$ cat src/rtl/eit_regs.svh
`ifndef EIT_REGS_SVH
`define EIT_REGS_SVH

// ---------------------------------------------------------------
// Register map
// ---------------------------------------------------------------
`define EIT_ADDR_W      4
`define EIT_DATA_W      16
`define EIT_CNT_W       16
`define EIT_PRE_W       8
`define EIT_OFF_CTRL    4'h0
`define EIT_OFF_STATUS  4'h1
`define EIT_OFF_CLEAR   4'h2
`define EIT_OFF_ENABLE  4'h3
`define EIT_OFF_CNT_A   4'h4
`define EIT_OFF_CNT_B   4'h5

// ---------------------------------------------------------------
// Reset values and pin indices
// ---------------------------------------------------------------
`define EIT_RST_CTRL    8'h00
`define EIT_RST_STATUS  4'h0
`define EIT_RST_ENABLE  4'h0
`define EIT_RST_CNT     16'h0000
`define EIT_RST_PINS    4'hf
`define EIT_RST_PRE     8'h00
`define EIT_RST_RDATA   16'h0000
`define EIT_PIN_CNT_LSB 2

`endif

$ cat src/rtl/eit_pkg.sv
package eit_pkg;

    // Control register layout, bit 0 at the bottom
    typedef struct packed {
        logic [1:0] cnt_mode;
        logic [1:0] run;
        logic [1:0] run_gate_select;
        logic [1:0] edge_select;
    } eit_ctrl_s;

    // Sticky events: index 0 is channel a
    typedef struct packed {
        logic [1:0] ovf;
        logic [1:0] ext_irq_flag;
    } eit_stat_s;

    typedef struct packed {
        logic [3:0]       sync1;
        logic [3:0]       sync2;
        logic [3:0]       prev;
        eit_ctrl_s        ctrl;
        eit_stat_s        status;
        eit_stat_s        enable;
        logic [1:0][15:0] cnt;
        logic [7:0]       pre;
        logic             tick;
        logic [15:0]      rdata;
    } eit_state_s;

endpackage

$ cat src/rtl/eit_inputs.sv
// Chosen here: the register addresses and the plain strobed port.
`timescale 1ns/1ps
`include "eit_regs.svh"

// What this block does
// - Edge mode a: falling edge on interrupt pin a sets flag a.
// - Level mode a: low level sampled on interrupt pin a sets flag a.
// - Edge mode b: falling edge on interrupt pin b sets flag b.
// - Level mode b: low level sampled on interrupt pin b sets flag b.
// - Gate select a: timer a runs only while interrupt pin a is high.
// - Gate select b: timer b runs only while interrupt pin b is high.
// - Counter mode a: each falling edge on count pin a adds one.
// - Counter mode b: each falling edge on count pin b adds one.
module eit_inputs #(
    parameter logic [7:0] PRESCALE = 8'h0c
) (
    input  wire logic                   clk_i,
    input  wire logic                   rst_n_i,
    input  wire logic                   ext_irq_pin_a_i,
    input  wire logic                   ext_irq_pin_b_i,
    input  wire logic                   count_pin_a_i,
    input  wire logic                   count_pin_b_i,
    input  wire logic [`EIT_ADDR_W-1:0] addr_i,
    input  wire logic [`EIT_DATA_W-1:0] wdata_i,
    input  wire logic                   wr_i,
    input  wire logic                   rd_i,
    output logic      [`EIT_DATA_W-1:0] rdata_o,
    output logic                        irq_o,
    output logic                        ext_irq_flag_a_o,
    output logic                        ext_irq_flag_b_o
);

    // ---------------------------------------------------------------
    // State
    // ---------------------------------------------------------------
    eit_pkg::eit_state_s st_ff;
    eit_pkg::eit_state_s nxt_st;

    logic [3:0] pins;
    logic [3:0] fall;
    logic [1:0] set_irq;
    logic [1:0] run_en;
    logic [1:0] inc;
    logic [1:0] ovf_hit;
    logic [1:0] cnt_wr;
    logic       ctrl_wr;
    logic       clr_wr;
    logic       en_wr;

    // Pin order: irq a, irq b, count a, count b
    assign pins = {count_pin_b_i, count_pin_a_i, ext_irq_pin_b_i, ext_irq_pin_a_i};

    // Only the second and third stages are looked at
    assign fall = st_ff.prev & ~st_ff.sync2;

    assign ctrl_wr   = wr_i && (addr_i == `EIT_OFF_CTRL);
    assign clr_wr    = wr_i && (addr_i == `EIT_OFF_CLEAR);
    assign en_wr     = wr_i && (addr_i == `EIT_OFF_ENABLE);
    assign cnt_wr[0] = wr_i && (addr_i == `EIT_OFF_CNT_A);
    assign cnt_wr[1] = wr_i && (addr_i == `EIT_OFF_CNT_B);

    // ---------------------------------------------------------------
    // Per-channel event logic
    // ---------------------------------------------------------------
    for (genvar i = 0; i < 2; i++) begin : g_chan
        // Edge select chooses falling edge or low level
        assign set_irq[i] = st_ff.ctrl.edge_select[i] ? fall[i]
                                                      : ~st_ff.sync2[i];
        // Gate mode: the run bit takes effect only while the interrupt pin is high
        assign run_en[i] = st_ff.ctrl.run[i] &&
                           (!st_ff.ctrl.run_gate_select[i] || st_ff.sync2[i]);
        // Counter mode counts count-pin edges, timer mode counts prescaler ticks
        assign inc[i] = run_en[i] && (st_ff.ctrl.cnt_mode[i] ?
                        fall[`EIT_PIN_CNT_LSB + i] : st_ff.tick);
        assign ovf_hit[i] = inc[i] && !cnt_wr[i] && (&st_ff.cnt[i]);
    end

    // ---------------------------------------------------------------
    // Next state
    // ---------------------------------------------------------------
    always_comb begin
        nxt_st = st_ff;

        // Synchronisers, then a third stage for edge detection
        nxt_st.sync1 = pins;
        nxt_st.sync2 = st_ff.sync1;
        nxt_st.prev  = st_ff.sync2;

        // Timer-mode rate as a one-cycle enable pulse
        if (st_ff.pre == PRESCALE - 8'h01) begin
            nxt_st.pre  = `EIT_RST_PRE;
            nxt_st.tick = 1'b1;
        end else begin
            nxt_st.pre  = st_ff.pre + 8'h01;
            nxt_st.tick = 1'b0;
        end

        // Software load beats a same-cycle increment
        for (int i = 0; i < 2; i++) begin
            if (cnt_wr[i]) begin
                nxt_st.cnt[i] = wdata_i;
            end else if (inc[i]) begin
                nxt_st.cnt[i] = st_ff.cnt[i] + 16'h0001;
            end
        end

        if (ctrl_wr) begin
            nxt_st.ctrl = wdata_i[7:0];
        end
        if (en_wr) begin
            nxt_st.enable = wdata_i[3:0];
        end

        // Set wins over clear so no event is lost
        nxt_st.status = clr_wr ? (st_ff.status & ~wdata_i[3:0]) : st_ff.status;
        nxt_st.status.ext_irq_flag = nxt_st.status.ext_irq_flag | set_irq;
        nxt_st.status.ovf = nxt_st.status.ovf | ovf_hit;

        // Read data stands only in the cycle after the strobe
        nxt_st.rdata = `EIT_RST_RDATA;
        if (rd_i) begin
            unique case (addr_i)
                `EIT_OFF_CTRL:   nxt_st.rdata = {8'h00, st_ff.ctrl};
                `EIT_OFF_STATUS: nxt_st.rdata = {12'h000, st_ff.status};
                `EIT_OFF_ENABLE: nxt_st.rdata = {12'h000, st_ff.enable};
                `EIT_OFF_CNT_A:  nxt_st.rdata = st_ff.cnt[0];
                `EIT_OFF_CNT_B:  nxt_st.rdata = st_ff.cnt[1];
                default:         nxt_st.rdata = `EIT_RST_RDATA;
            endcase
        end
    end

    always_ff @(posedge clk_i or negedge rst_n_i) begin
        if (!rst_n_i) begin
            st_ff.sync1  <= `EIT_RST_PINS;
            st_ff.sync2  <= `EIT_RST_PINS;
            st_ff.prev   <= `EIT_RST_PINS;
            st_ff.ctrl   <= `EIT_RST_CTRL;
            st_ff.status <= `EIT_RST_STATUS;
            st_ff.enable <= `EIT_RST_ENABLE;
            st_ff.cnt[0] <= `EIT_RST_CNT;
            st_ff.cnt[1] <= `EIT_RST_CNT;
            st_ff.pre    <= `EIT_RST_PRE;
            st_ff.tick   <= 1'b0;
            st_ff.rdata  <= `EIT_RST_RDATA;
        end else begin
            st_ff <= nxt_st;
        end
    end

    // ---------------------------------------------------------------
    // Outputs
    // ---------------------------------------------------------------
    assign rdata_o          = st_ff.rdata;
    assign irq_o            = |(st_ff.status & st_ff.enable);
    assign ext_irq_flag_a_o = st_ff.status.ext_irq_flag[0];
    assign ext_irq_flag_b_o = st_ff.status.ext_irq_flag[1];
endmodule

$ cat config.mk
export PLATFORM = sky130hd
export DESIGN_NAME = eit_inputs
export DESIGN_NICKNAME = d
export VERILOG_FILES = /design/src/rtl/eit_pkg.sv /design/src/rtl/eit_inputs.sv
export VERILOG_INCLUDE_DIRS = /design/src /design/src/rtl
export SDC_FILE = /design/constraint.sdc
export NUM_CORES = 1
export LEC_CHECK = 0
export ABC_CLOCK_PERIOD_IN_PS = 2400
export BUFFER_PORTS_ARGS = -buffer_cell sky130_fd_sc_hd__buf_2
export CORE_ASPECT_RATIO = 0.9
export CORE_UTILIZATION = 45
export DETAILED_ROUTE_END_ITERATION = 6
export SYNTH_ARGS = -nofsm -noshare
export SYNTH_HDL_FRONTEND = slang
export SYNTH_SLANG_ARGS = --single-unit
export TNS_END_PERCENT = 30
$ cat constraint.sdc
create_clock -name clk_i -period 2.4 [get_ports clk_i]
set_input_delay 0.12 -clock clk_i [delete_from_list [all_inputs] [get_ports clk_i]]
set_output_delay 0.12 -clock clk_i [all_outputs]
set_load 0.1 [all_outputs]
# Word-level counts from Yosys, hierarchy flattened
# Index checks and enable logic that the tools add are counted.
# totals
elab_cells	71
in_bits	28
reg_bits	85
out_inout_bits	19
# op_classes
bitwise_logic	9
reduce_logical	25
add_sub_neg	3
n_eq_ne	6
mux	12
# op_table
cell	count
$mux W16	5
$pmux W16 S5	1
$add A16 B1 Y16 const B	2
$reduce_and A16 Y1	2
$logic_and A1 B1 Y1	13
$and A4 B4 Y4	3
$mux W9	1
$add A8 B1 Y8 const B	1
$eq A4 B2 Y1 const B	2
$eq A4 B3 Y1 const B	2
$eq A8 B4 Y1 const B	1
$not A4 Y4	2
$eq A4 B1 Y1 const B	1
$logic_not A1 Y1	4
$logic_not A4 Y1	1
$mux W1	4
$mux W4	1
$or A2 B2 Y2	2
$reduce_bool A2 Y1	2
$reduce_or A4 Y1	1
$logic_or A1 B1 Y1	2
$not A1 Y1	2

# Logic depth before layout (Yosys ltp)
# depth
word_depth	7
ltp_mapped	6
depth_no_buf	5

# Worst setup path before layout
# Ideal clock, no wire load.
# synth_path
kind	reg-to-output
startpoint	reg st_ff (netlist bit ext_irq_flag_b_o)
endpoint	out irq_o
path_stages_with_launch	3
n_path_buf	0
arrival_time_ns	1.822
path_slack_ns	0.458
required_ns	2.280
cell_sequence	dfrtp_1 -> a22oi_1 -> nand2_1
# synth_via
elab_chain_len	2
# synth_lines
element	line	source
start, declared	eit_inputs.sv:36	eit_pkg::eit_state_s st_ff;
start signal, assigned	eit_inputs.sv:147	st_ff <= nxt_st;
$and A4 B4 Y4	eit_inputs.sv:155	assign irq_o = |(st_ff.status & st_ff.enable);
$reduce_or A4 Y1	eit_inputs.sv:155	
end, declared	eit_inputs.sv:28	output logic irq_o,
# Every way passes these cells.

# Final worst setup path
# layout_path
startpoint	reg st_ff[41] (netlist name)
endpoint	reg st_ff[55] (netlist name)
# layout_via
elab_chain_len	3
# layout_lines
element	line	source
$add A16 B1 Y16	eit_inputs.sv:103	nxt_st.cnt[i] = st_ff.cnt[i] + 16'h0001;
$mux W16	eit_inputs.sv:102	end else if (inc[i]) begin
$mux W16	eit_inputs.sv:100	if (cnt_wr[i]) begin
# Every way passes these cells. The select of a mux whose other input is x is not followed.
# A chain may end at the register's enable or synchronous reset.

==> results.md <==
- Run status: completed
- Synthesized instance count: 415
- Logic depth of the worst register-to-register path: 5
- Die ar.: 9730 um2
- Most frequent standard cell in the layout excluding fill and tap cells: sky130_fd_sc_hd__dfrtp_1
- CP max stage cell: sky130_fd_sc_hd__or4_1
- Count of final setup violators: 0
- Leading cell types in the layout, fill and taps excluded: sky130_fd_sc_hd__dfrtp_1, sky130_fd_sc_hd__nor2_1, sky130_fd_sc_hd__buf_2, sky130_fd_sc_hd__nand2_1, sky130_fd_sc_hd__a31oi_1
- Number of nets in the layout: 481
- Most used flip-flop cell after synthesis: sky130_fd_sc_hd__dfrtp_1
- Total leakage power: 2.03 nW
- Worst-path clk slew: 0.09 ns
- Row cnt: 33
- Drt wl/cell: 17.5 um
- Antenna violation net count after detailed routing: 0
- Seq/Total Area, Yosys: 51.0%
- Clock tree root buffer cell: sky130_fd_sc_hd__clkbuf_8
- Maximum count of clock buffers along a single path: 2
- Cell Pwr Density: 842 nW/um2
- Mean post-synth cell area: 10.1 um2
- Number of max-slew violations in the final report: 0
- Worst endpoint required time: 2.67 ns
- Worst Setup Path Type: reg -> reg
- Overall overflow remaining after global route: 0
- Die height: 93.7 um
- Startpoint of the most critical hold path: wdata_i[8]
- Number of H-tree levels: 3
- Worst clock skew: 0.0130 ns
- Drt first-iter violations: 198
- Achievable Freq: 495 MHz
- RSZ-0062 raised after global routing: false
- First-pass GRT wire length: 16.5 mm
- Post-route minimum period: 2.02 ns
- Cell area reported after detailed placement: 4470 um2
- Number of remaining DRC errors: 0
- CP Capture Type: register
- Pin count of the biggest net entering global routing: 81
- Crit-path leading delay family: simple AND/OR/NAND/NOR gates
- First drt pass iteration count: 7
- Vias in the first global route: 3119
- Max capacitance violation total: 0
- Reg-to-reg critical path startpoint: st_ff[41]
- Terminating pin of the worst hold path: st_ff[49]
- Top-area cell type share of the netlist area: 43.5%
- Buffers on Ports: 46
- Routability Congestion: 0.857
- Biggest area contributors in the synthesized netlist: sky130_fd_sc_hd__dfrtp_1, sky130_fd_sc_hd__dfstp_2, sky130_fd_sc_hd__nor2_1
- Dpl hpwl: 7.02 mm
- Clock latency on the worst-skew pair: 0.35 ns
- Slew HR: 32.1%
- Highest cell delay on the worst timing path: 0.60 ns
- Type of origin of the critical path: register
- Worst EP arrival: 2.29 ns
- Transition time of the tightest slew-check pin: 1.02 ns
- Final total negative setup slack: 0 ns
- Effective utilization at floorplan: 46.3%
- Area inside the core boundary: 9080 um2
- Reg2reg end: st_ff[55]
- Worst setup slack for register-to-register paths: 0.38 ns
- Total standard cell area after synthesis: 4200 um2
- GRT Util Overall: 22.1%
- Path category of the worst min-delay check: in -> reg
- Final worst-path cycle share: 84.1%
- Final hold violation count: 0
- Synthesis-to-layout area growth: 12.8%
- Worst path bufs/invs: 0
- Antenna cells: 0
- Die Wd: 104 um
- Worst Hold Depth: 3
- Vias per Instance: 5.73
- Clock Sinks: 85
- Number of antenna violations at the first check in global routing: 0
- Critical path, cell by cell: ha_1 -> and2_1 -> o2111ai_1 -> or4_1 -> a31oi_1
- Cell taking the most area after synthesis: sky130_fd_sc_hd__dfrtp_1
- Cell area after layout: 4740 um2
- Number of nets produced by synthesis: 446
- Fraction of registers with async set/reset: 100%
- Fill count: 849
- Number of placed I/O pins: 47
- Count of yosys warnings during synthesis: 0
- Via count: 3304
- Top fanout value on the critical path: 13
- CTS tree: built
- Number of flip-flops and latches in the synthesized netlist: 85
- TritonCTS Buffers: 9
- Count of cell types in the netlist: 50
- Count of flip-flops with a built-in enable after synthesis: 0
- Share of final-layout standard cells stronger than drive strength 1: 22.6%
- Routed WL: 10.1 mm
- Maximum resistive drop on vdd: 0.317 mV
[Yosys cell counts, types with 4 or more instances]
library cell,count
sky130_fd_sc_hd__a22oi_1,10
sky130_fd_sc_hd__a31oi_1,25
sky130_fd_sc_hd__and2_1,4
sky130_fd_sc_hd__and3_1,7
sky130_fd_sc_hd__buf_4,16
sky130_fd_sc_hd__clkbuf_1,16
sky130_fd_sc_hd__dfrtp_1,73
sky130_fd_sc_hd__dfstp_2,12
sky130_fd_sc_hd__inv_1,9
sky130_fd_sc_hd__mux2_2,12
sky130_fd_sc_hd__mux2i_1,8
sky130_fd_sc_hd__nand2_1,27
sky130_fd_sc_hd__nand3_1,23
sky130_fd_sc_hd__nand4_1,5
sky130_fd_sc_hd__nor2_1,49
sky130_fd_sc_hd__nor2b_1,5
sky130_fd_sc_hd__o2111ai_1,4
sky130_fd_sc_hd__o211ai_1,6
sky130_fd_sc_hd__o21ai_0,17
sky130_fd_sc_hd__o31ai_1,12
sky130_fd_sc_hd__or3_1,6
sky130_fd_sc_hd__or4_1,17
sky130_fd_sc_hd__xnor2_1,7
[cell type report]
type	instances	area, um2	area share (%)
sequential	85	2140	45.2
multi-input combinational	286	1850	38.9
timing repair buffer	59	343	7.23
tap	122	153	3.22
clock buffer	11	141	2.98
clock inverter	5	82.6	1.74
inverter	9	33.8	0.712
[worst reg2reg max path: cells and delay by family, from the launching register on]
family | cells | cell delay [ns]
AO/OA/AOI/OAI | 2 | 0.57
adder cells (fa/ha/maj) | 1 | 0.20
flip-flops | 1 | 0.44
AND/OR/NAND/NOR | 2 | 0.74
[repair_timing]
action                    4_1_cts  5_1_grt
gates resized for setup         0        0
hold buffers                    5        0
hold endpoints to repair       77        0
setup buffers                   0        0
[worst max-delay path by stage]
stage | from | to | slack [ns] | depth (start not counted)
after floorplan | ext_irq_flag_b_o | irq_o | 0.46 | 2
final | st_ff[41] | st_ff[55] | 0.38 | 5
after global placement | nxt_st[73] | st_ff[37] | 0.47 | 4
after global routing | st_ff[25] | st_ff[37] | 0.18 | 5
after detailed placement | st_ff[41] | st_ff[55] | 0.40 | 5
after CTS | st_ff[41] | st_ff[55] | 0.37 | 5
[flip-flops by register name, summed over array words and instances, names as in the netlist]
signal	flops
st_ff	59
ext_irq_flag_b_o	1
ext_irq_flag_a_o	1
rdata_o	16
nxt_st	8
[cell families after synthesis]
kind of cell,count (synthesis),synth area share [%]
buffers and inverters,44,5.39
AO/OA/AOI/OAI,88,14.5
adder cells (fa/ha/maj),3,0.893
AND/OR/NAND/NOR,164,20.5
flip-flops,85,51.0
multiplexers,21,5.66
XOR/XNOR,10,2.08
[routing by layer]
metal	vias to the layer above	GRT usage (%)	wire (um)
li1	1593	-	-
met1	1604	33.1	5010
met2	94	32.5	4450
met3	13	4.37	492
met4	0	6.19	121
met5	-	0	0
[metrics by stage]
stage               utilization, %  power [mW]  instances  setup slack [ns]  hold WS [ns]
floorplan                        -        2.55        415             0.458        -0.176
global placement              49.2        2.82        556             0.466         0.225
detailed placement            49.2        2.85        556             0.397         0.226
CTS                           52.2        4.01        577             0.375       0.00920
global route                  52.2        4.22        577             0.181        0.0149
finish                        52.2        3.99        577             0.381        0.0210
[report_power, final]
group	internal [mW]	switching [mW]	total [mW]
registers	1.68	0.326	2.01
logic	0.340	0.505	0.845
clock network	0.620	0.524	1.14
total	2.64	1.35	3.99
No activity file was read; power rests on OpenSTA's default activity.
